==> src/hw/rx_pin_pkg.sv <==
// Constants for the receiver output and pin control block
// Operation
// [RQ1] Pin powers up as open-drain emphasis flag
// [RQ2] Pin-mode bit turns pin into receive input
// [RQ3] Host sets pin mode only while released
// [RQ4] No host: pin stays emphasis flag output
// [RQ5] Unlock switches serial output to external input
// [RQ6] External input must match output data format
// [RQ7] Device always masters clocks toward converter
// [RQ8] Crystal clocks unlocked, PLL clocks when locked
// [RQ9] Master clock holds PLL 2.7ms, glitch free
// [RQ10] Converter resets itself if changeover upsets it
// [RQ11] Host port is slave; clock never driven
// [RQ12] One input 32k-192k, no rate value output
// [RQ13] Locked master clock follows rate family
// [RQ14] Locked bit clock 64fs, LR clock fs
// [RQ15] Unlocked: 24.576M, 6.144M, 96k from crystal
// [RQ16] Crystal amplifier stops while PLL locked; the code keeps it running while locked if amp_cont is set
// [RQ17] Serial output and input use I2S format
// [RQ18] General flag shows non-PCM status bit 1
// [RQ19] Emphasis flag shows 50/15us consumer emphasis
// [RQ20] Error pin shows PLL lock error
// [RQ21] Reset: error high, CRYSTAL_REFERENCE_IN/4, external data
// [RQ22] Input mode disables pull-down driver permanently
package rx_pin_pkg;
    localparam logic [7:0] ADDR_SYSTEM  = 8'h00;
    localparam logic [7:0] ADDR_CLOCK   = 8'h01;
    localparam logic [7:0] ADDR_DATA    = 8'h02;
    localparam logic [7:0] ADDR_STATUS  = 8'h03;
    localparam int         BIT_PIN_MODE = 6;
    localparam int         BIT_AMP_CONT = 2;
    localparam int         BIT_UNLK_SEL = 5;
    localparam int         BIT_SECOND_RX = 1;
    localparam int         BIT_LOCK_ERR = 4;
    localparam logic [7:0] MASK_SYSTEM  = 8'h44;
    localparam logic [7:0] MASK_CLOCK   = 8'h20;
    localparam logic [7:0] MASK_DATA    = 8'h02;
    localparam logic [7:0] RESET_REG    = 8'h00;
    // Bit clock period in master clock edges is 2**shift
    localparam logic [1:0] SHIFT_XTAL   = 2'h2;
    localparam logic [1:0] SHIFT_XTAL48 = 2'h3;
    localparam logic [1:0] SHIFT_RATE_X1 = 2'h3;
    localparam int         CLK_PERIOD_NS = 25;
    localparam int         HOLDOVER_NS  = 2700000;
    localparam int         HOLDOVER_CYCLES = HOLDOVER_NS / CLK_PERIOD_NS;
    localparam int         HOLD_W       = 17;
    localparam int         DIV_W        = 9;
endpackage

==> src/hw/clock_switch.sv <==
// Glitch-free selector between crystal and PLL master clocks
module clock_switch
    import rx_pin_pkg::*;
(
    // Clock and reset
    input  wire logic clock_in,
    input  wire logic sys_rst_in,
    // Sources
    input  wire logic xtal_clk_in,
    input  wire logic pll_clk_in,
    input  wire logic want_pll_in,
    // Selected clock
    output logic      mck_out,
    output logic      mck_rise_out,
    output logic      on_pll_out
);
    logic sel_q;
    logic mck_q;
    wire  next_src  = want_pll_in ? pll_clk_in : xtal_clk_in;
    // Swap only while both old output and new source are low: no runt pulse
    wire  swap_ok   = (want_pll_in != sel_q) && !mck_q && !next_src;
    wire  sel_d     = swap_ok ? want_pll_in : sel_q;
    wire  mck_d     = sel_d ? pll_clk_in : xtal_clk_in;

    always_ff @(posedge clock_in) begin
        if (sys_rst_in) begin
            sel_q <= 1'b0;
            mck_q <= 1'b0;
        end else begin
            sel_q <= sel_d;
            mck_q <= mck_d;
        end
    end

    assign mck_out      = mck_q;
    assign mck_rise_out = mck_d && !mck_q;
    assign on_pll_out   = sel_q;
endmodule

==> src/hw/clock_divider.sv <==
// Bit clock and LR clock divider driven by master clock edges
module clock_divider
    import rx_pin_pkg::*;
(
    // Clock and reset
    input  wire logic       clock_in,
    input  wire logic       sys_rst_in,
    // Master clock edge and ratio
    input  wire logic       mck_rise_in,
    input  wire logic [1:0] shift_in,
    // Derived clocks
    output logic            bck_out,
    output logic            lrck_out,
    output logic            bck_fall_out
);
    logic [DIV_W-1:0] cnt_q;
    logic             bck_q;
    logic             lrck_q;
    wire  [DIV_W-1:0] cnt_d = mck_rise_in ? cnt_q + 1'b1 : cnt_q;
    // LR clock is 64 bit clocks, so it sits six bits above the bit clock
    wire              bck_d  = cnt_d[shift_in - 2'h1];
    wire              lrck_d = cnt_d[4'(shift_in) + 4'h5];

    always_ff @(posedge clock_in) begin
        if (sys_rst_in) begin
            cnt_q  <= '0;
            bck_q  <= 1'b0;
            lrck_q <= 1'b0;
        end else begin
            cnt_q  <= cnt_d;
            bck_q  <= bck_d;
            lrck_q <= lrck_d;
        end
    end

    assign bck_out      = bck_q;
    assign lrck_out     = lrck_q;
    assign bck_fall_out = bck_q && !bck_d;
endmodule

==> src/hw/rx_pin_control.sv <==
// Output pins, clock sourcing and register port of the audio receiver
module rx_pin_control
    import rx_pin_pkg::*;
#(
    parameter int HOLD_CYCLES = HOLDOVER_CYCLES
)(
    // Clock and reset
    input  wire logic       clock_in,
    input  wire logic       sys_rst_in,
    // Register port
    input  wire logic [7:0] reg_addr_in,
    input  wire logic [7:0] reg_wdata_in,
    input  wire logic       reg_write_in,
    input  wire logic       reg_read_in,
    output logic      [7:0] reg_rdata_out,
    // Receiver core status
    input  wire logic       pll_lock_in,
    input  wire logic       input_present_in,
    input  wire logic [5:0] channel_status_in,
    input  wire logic [1:0] rate_family_in,
    input  wire logic [1:0] rate_multiple_in,
    input  wire logic       demod_data_in,
    // Clock sources
    input  wire logic       crystal_reference_in,
    input  wire logic       pll_clock_in,
    // Receive inputs
    input  wire logic       primary_receive_input_in,
    output logic            receive_data_out,
    // Multipurpose pin
    input  wire logic       multipurpose_pin_in,
    output logic            multipurpose_pin_out,
    output logic            multipurpose_pin_oe_out,
    // Converter side
    input  wire logic       external_serial_audio_in,
    output logic            serial_audio_out,
    output logic            master_clock_out,
    output logic            bit_clock_out,
    output logic            left_right_clock_out,
    // Flags and analog controls
    output logic            error_out,
    output logic            general_flag_out,
    output logic            osc_amp_enable_out,
    output logic      [1:0] pll_family_out
);
    logic [7:0]        system_q;
    logic [7:0]        clock_q;
    logic [7:0]        data_q;
    logic [7:0]        rdata_q;
    logic              locked_q;
    logic [HOLD_W-1:0] hold_q;
    logic              pin_oe_q;
    logic              err_q;
    logic              flag_q;
    logic              amp_q;
    logic              sdo_q;
    logic              rx_q;
    logic [1:0]        family_q;
    logic              mck_rise;
    logic              on_pll;
    logic              bck_fall;

    // Register decode
    wire hit_system = reg_addr_in == ADDR_SYSTEM;
    wire hit_clock  = reg_addr_in == ADDR_CLOCK;
    wire hit_data   = reg_addr_in == ADDR_DATA;
    wire hit_status = reg_addr_in == ADDR_STATUS;
    wire pin_mode   = system_q[BIT_PIN_MODE];
    wire amp_cont   = system_q[BIT_AMP_CONT];
    wire unlock_sel = clock_q[BIT_UNLK_SEL];
    wire second_rx  = data_q[BIT_SECOND_RX];
    // [RQ12] rate code only readable
    wire [7:0] status_w = {3'h0, !locked_q, rate_family_in, rate_multiple_in};
    wire [7:0] rdata_d  = hit_system ? system_q :
                          hit_clock  ? clock_q  :
                          hit_data   ? data_q   :
                          hit_status ? status_w : 8'h00;

    // [RQ11] slave only port
    always_ff @(posedge clock_in) begin
        if (sys_rst_in) begin
            rdata_q <= 8'h00;
        end else begin
            rdata_q <= reg_read_in ? rdata_d : 8'h00;
        end
    end
    assign reg_rdata_out = rdata_q;

    // [RQ4] reset leaves pin an output
    always_ff @(posedge clock_in) begin
        if (sys_rst_in) begin
            system_q <= RESET_REG;
            clock_q  <= RESET_REG;
            data_q   <= RESET_REG;
        end else if (reg_write_in) begin
            if (hit_system) system_q <= reg_wdata_in & MASK_SYSTEM;
            if (hit_clock)  clock_q  <= reg_wdata_in & MASK_CLOCK;
            if (hit_data)   data_q   <= reg_wdata_in & MASK_DATA;
        end
    end

    // Channel status decode
    // [RQ19] consumer 50/15us emphasis
    wire emphasis = !channel_status_in[0] && (channel_status_in[5:3] == 3'h1);
    wire non_pcm  = channel_status_in[1];

    // Lock tracking and master clock holdover
    wire lock_lost = locked_q && !pll_lock_in;
    wire [HOLD_W-1:0] hold_d =
        lock_lost          ? HOLD_W'(HOLD_CYCLES) :
        pll_lock_in        ? '0 :
        (hold_q != '0)     ? hold_q - 1'b1 : hold_q;
    // [RQ9] keep free-running PLL during holdover
    wire want_pll = locked_q || (hold_q != '0);

    always_ff @(posedge clock_in) begin
        if (sys_rst_in) begin
            locked_q <= 1'b0;
            hold_q   <= '0;
        end else begin
            locked_q <= pll_lock_in;
            hold_q   <= hold_d;
        end
    end

    // [RQ7] clocks come only from this device
    // [RQ8] source follows lock state
    clock_switch u_switch (
        .clock_in     (clock_in),
        .sys_rst_in   (sys_rst_in),
        .xtal_clk_in  (crystal_reference_in),
        .pll_clk_in   (pll_clock_in),
        .want_pll_in  (want_pll),
        .mck_out      (master_clock_out),
        .mck_rise_out (mck_rise),
        .on_pll_out   (on_pll)
    );

    // [RQ14] locked ratio from rate multiple
    wire [1:0] rate_shift = SHIFT_RATE_X1 - rate_multiple_in;
    // [RQ15] unlocked crystal ratio
    wire [1:0] xtal_shift = unlock_sel ? SHIFT_XTAL48 : SHIFT_XTAL;
    wire [1:0] div_shift  = on_pll ? rate_shift : xtal_shift;

    clock_divider u_divider (
        .clock_in     (clock_in),
        .sys_rst_in   (sys_rst_in),
        .mck_rise_in  (mck_rise),
        .shift_in     (div_shift),
        .bck_out      (bit_clock_out),
        .lrck_out     (left_right_clock_out),
        .bck_fall_out (bck_fall)
    );

    // [RQ5] unlock selects external data unchanged
    wire sdo_src = locked_q && pll_lock_in ? demod_data_in : external_serial_audio_in;
    // [RQ2] pin feeds the receiver when selected
    wire rx_d    = (pin_mode && second_rx) ? multipurpose_pin_in : primary_receive_input_in;
    // [RQ1] pull low only with emphasis present
    // [RQ22] input mode never enables pull-down
    wire pin_oe_d = !pin_mode && input_present_in && emphasis;

    always_ff @(posedge clock_in) begin
        // [RQ21] reset values
        if (sys_rst_in) begin
            pin_oe_q <= 1'b0;
            err_q    <= 1'b1;
            flag_q   <= 1'b0;
            amp_q    <= 1'b1;
            sdo_q    <= 1'b0;
            rx_q     <= 1'b0;
            family_q <= 2'h0;
        end else begin
            pin_oe_q <= pin_oe_d;
            // [RQ20] error high when unlocked
            err_q    <= !pll_lock_in;
            // [RQ18] non-PCM flag
            flag_q   <= non_pcm;
            // [RQ16] amplifier off while locked, unless amp_cont is set
            amp_q    <= !pll_lock_in || amp_cont;
            // [RQ17] bit passes as-is, I2S framing kept by source
            sdo_q    <= sdo_src;
            rx_q     <= rx_d;
            // [RQ13] PLL runs at the family master rate
            family_q <= rate_family_in;
        end
    end

    assign multipurpose_pin_out    = 1'b0;
    assign multipurpose_pin_oe_out = pin_oe_q;
    assign error_out               = err_q;
    assign general_flag_out        = flag_q;
    assign osc_amp_enable_out      = amp_q;
    assign serial_audio_out        = sdo_q;
    assign receive_data_out        = rx_q;
    assign pll_family_out          = family_q;
endmodule

==> config.mk <==
export PLATFORM = sky130hd
export DESIGN_NAME = rx_pin_control
export DESIGN_NICKNAME = d
export VERILOG_FILES = /design/src/hw/rx_pin_pkg.sv /design/src/hw/clock_switch.sv /design/src/hw/clock_divider.sv /design/src/hw/rx_pin_control.sv
export SDC_FILE = /design/constraint.sdc
export NUM_CORES = 1
export LEC_CHECK = 0
export BUFFER_PORTS_ARGS = -buffer_cell sky130_fd_sc_hd__buf_4
export CAP_MARGIN = 20
export CORE_UTILIZATION = 35
export DETAILED_ROUTE_END_ITERATION = 12
export PLACE_DENSITY = 0.63
export SYNTH_ARGS = -nofsm -noshare
export SYNTH_HDL_FRONTEND = slang
export SYNTH_SLANG_ARGS = --single-unit
==> constraint.sdc <==
create_clock -name clock_in -period 3.25 [get_ports clock_in]
set_input_delay 0.4875 -clock clock_in [delete_from_list [all_inputs] [get_ports clock_in]]
set_output_delay 0.4875 -clock clock_in [all_outputs]
set_load 0.03 [all_outputs]
==> flow_metrics.env <==
export IMPL_wl_met3_um=211
export IMPL_ios=58
export IMPL_slowest_stage="mux2_4"
export IMPL_drt_pass1_iter_count=4
export IMPL_clkLatencyLatePin_ps=300
export IMPL_grt_max_degree=32
export IMPL_drcViolationCount=0
export IMPL_synth_cell_type_count=51
export IMPL_synth_main_ff_cell="dfxtp_1"
export IMPL_postCtsHoldBufs=0
export IMPL_critPathLaunch="hold_q[0]$_SDFFE_PP0N_"
export IMPL_grt_use_total_pct=13.7
export IMPL_critPathLaunchType="register"
export IMPL_path_buf_inv=1
export IMPL_ant_nets=0
export IMPL_grt_ovfl_total=0
export IMPL_skew_ps=5.95
export IMPL_drt_total_wl_um=4530
export IMPL_yosys_area_top_type="dfxtp_1"
export IMPL_drv_cap=0
export IMPL_diodes=0
export IMPL_syn_avg_cell_area_um2=9.05
export IMPL_synth_area_leaders="dfxtp_1 43%, nor2_1 7.8%, xor2_1 4.9%"
export IMPL_fmax_ghz=0.415
export IMPL_hp_class="primary input to register"
export IMPL_setup_viol=0
export IMPL_dp_hpwl_um=3430
export IMPL_r2r_end="u_divider.lrck_out$_SDFF_PP0_"
export IMPL_tightest_slew_ps=541
export IMPL_crit_arrival_ps=2600
export IMPL_cts_sinks=50
export IMPL_relSlewSlack_pct=63.4
export IMPL_finalHoldViolCount=0
export IMPL_endpoint="u_divider.lrck_out$_SDFF_PP0_"
export IMPL_highest_layer="met4"
export IMPL_slowest_delay_ps=400
export IMPL_drv_slew=0
export IMPL_synthesis_area_mm2=0.00232
export IMPL_status="completed"
export IMPL_power_leakage_uw=0.00124
export IMPL_cp_depth=9
export IMPL_r2r_cells=9
export IMPL_path_class="register to register"
export IMPL_layout_setup_ws_ps=840
export IMPL_wl_per_cell_um=11.9
export IMPL_reg2reg_from="hold_q[0]$_SDFFE_PP0N_"
export IMPL_grt_pass1_wl_um=7800
export IMPL_met1_length_um=2090
export IMPL_rsz0062_at_grt="false"
export IMPL_grt_pass1_vias=1726
export IMPL_die_area_mm2=0.00695
export IMPL_fin_tns_setup_ps=0
export IMPL_gp_congestion=0.765
export IMPL_min_period_over_period_pct=74.1
export IMPL_initial_core_util_pct=36.3
export IMPL_fin_nets=345
export IMPL_cts_resized=0
export IMPL_cp_required_ps=3450
export IMPL_cts_root_buf="clkbuf_8"
export IMPL_clk_pin_slew_ps=90
export IMPL_post_place_ws_ps=835
export IMPL_min_period_ps=2410
export IMPL_worstPathMaxFanout=9
export IMPL_synth_top_area_share_pct=43.2
export IMPL_yosysSeqAreaShare_pct=43.2
export IMPL_met2_length_um=2190
export IMPL_core_mm2=0.00639
export IMPL_ff2ff_setup_slack_ps=840
export IMPL_synth_edf_count=0
export IMPL_drt_initial_drc_count=72
export IMPL_h_tree_depth=2
export IMPL_die_w_um=83.4
export IMPL_path_cells="inv_1 -> ha_1 -> nor4b_2 -> nand4_4 -> mux2_4 -> o2111ai_2 -> xor2_1 -> mux2i_1 -> o311a_1"
export IMPL_peakVddDrop_mv=0.283
export IMPL_area_delta_synth_final_pct=22.2
export IMPL_cts_buffers=5
export IMPL_synth_seq_cells=50
export IMPL_portBuffers=50
export IMPL_cts_setup_buffers=0
export IMPL_yosysWarnings=0
export IMPL_crit_path_end_kind="register"
export IMPL_drive_gt1_share_pct=22.7
export IMPL_core_rowCount=29
export IMPL_antenna_found_initial=0
export IMPL_via_count=1869
export IMPL_layout_common_cells="50 x dfxtp_1, 50 x buf_4, 48 x nor2_1"
export IMPL_viasPerCell=4.91
export IMPL_dieHeight_um=83.4
export IMPL_power_density_mw_per_mm2=658
export IMPL_crit_family="simple AND/OR/NAND/NOR gates"
export IMPL_cts_tree="done"
export IMPL_max_clock_path_buffers=2
export IMPL_synth_cells=256
export IMPL_async_flop_share_pct=0
[cells by family after synthesis]
family,synth area share [%]
other cells,0.162
buf+inv,3.73
xor+xnor,9.07
compound gates,8.05
fa+ha+maj,2.16
simple gates,29.1
mux,4.59
flops,43.2
[cell usage after synthesis (2+ instances only)]
master,n
nand3b_1,3
nor2b_1,8
nor4_4,2
nor3b_1,4
nor3_1,4
xor2_1,13
clkbuf_1,7
xnor2_1,11
o21ai_1,3
dfxtp_1,50
nor4b_1,3
mux2i_1,8
nand2b_1,4
and3_1,6
buf_4,2
inv_1,8
nor4_1,2
o22ai_1,2
nand3_1,8
or3_1,3
a21oi_1,11
ha_1,4
nor2_1,48
nand2_1,14
o2111ai_1,2
[area by class of cell]
type	count	area, µm²
Clock buffer	6	82.6
Multi-Input combinational cell	188	1230
Timing Repair Buffer	50	375
Inverter	8	30.0
Tap cell	77	96.3
Sequential cell	50	1000
Fill cell	643	3550
Clock inverter	2	12.5
[worst reg2reg max path: cells and delay by family, from the launching register on]
family | cells | cell delay [ps]
mux | 2 | 510
flops | 1 | 340
fa+ha+maj | 1 | 160
simple gates | 2 | 530
compound gates | 2 | 490
buf+inv | 1 | 80
xor+xnor | 1 | 210
[metrics by stage]
| step | utilization (%) | hold slack [ps] | std cells | area, µm² | power, µW |
|---|---|---|---|---|---|
| 2_1_floorplan | - | 425 | 257 | 2320 | 1360 |
| 3_3_place_gp | 42.8 | 492 | 373 | 2740 | 1500 |
| 3_5_place_dp | 42.8 | 469 | 373 | 2740 | 1500 |
| 4_1_cts | 44.3 | 380 | 381 | 2830 | 1880 |
| 5_1_grt | 44.3 | 401 | 381 | 2830 | 2010 |
| 6_report | 44.3 | 387 | 381 | 2830 | 1860 |
[power breakdown]
group          switching [µW]  internal [µW]
sequential               85.7            681
clock                     205            171
combinational             380            341
total                     671           1190
[sequential cells by signal (all words and copies together), names as in the netlist]
name and flops:
u_divider.bck_out 1, hold_q 17, osc_amp_enable_out 1, general_flag_out 1, serial_audio_out 1, u_divider.cnt_q 9, system_q 2, reg_rdata_out 7
multipurpose_pin_oe_out 1, locked_q 1, u_divider.lrck_out 1, receive_data_out 1, error_out 1, pll_family_out 2, clock_q 1, u_switch.mck_out 1
u_switch.on_pll_out 1, data_q 1
[layer usage]
layer	track usage, %	vias to the layer above
li1	-	963
met1	17.2	866
met2	23.2	36
met3	3.88	4
met4	2.82	0
met5	0	-
[worst min path at each step]
stage                                  startpoint                                  to  slack [ps]  cells past startpoint
floorplan                system_q[2]$_SDFFE_PP0P_       osc_amp_enable_out$_SDFF_PP1_         420                      1
global placement    u_divider.cnt_q[8]$_SDFF_PP0_       u_divider.cnt_q[8]$_SDFF_PP0_         490                      2
detailed placement       system_q[2]$_SDFFE_PP0P_       osc_amp_enable_out$_SDFF_PP1_         470                      1
CTS                          channel_status_in[1]         general_flag_out$_SDFF_PP0_         380                      2
global route                     input_present_in  multipurpose_pin_oe_out$_SDFF_PP0_         400                      2
finish                       channel_status_in[1]         general_flag_out$_SDFF_PP0_         390                      2
(Power assumes the default switching activity.)
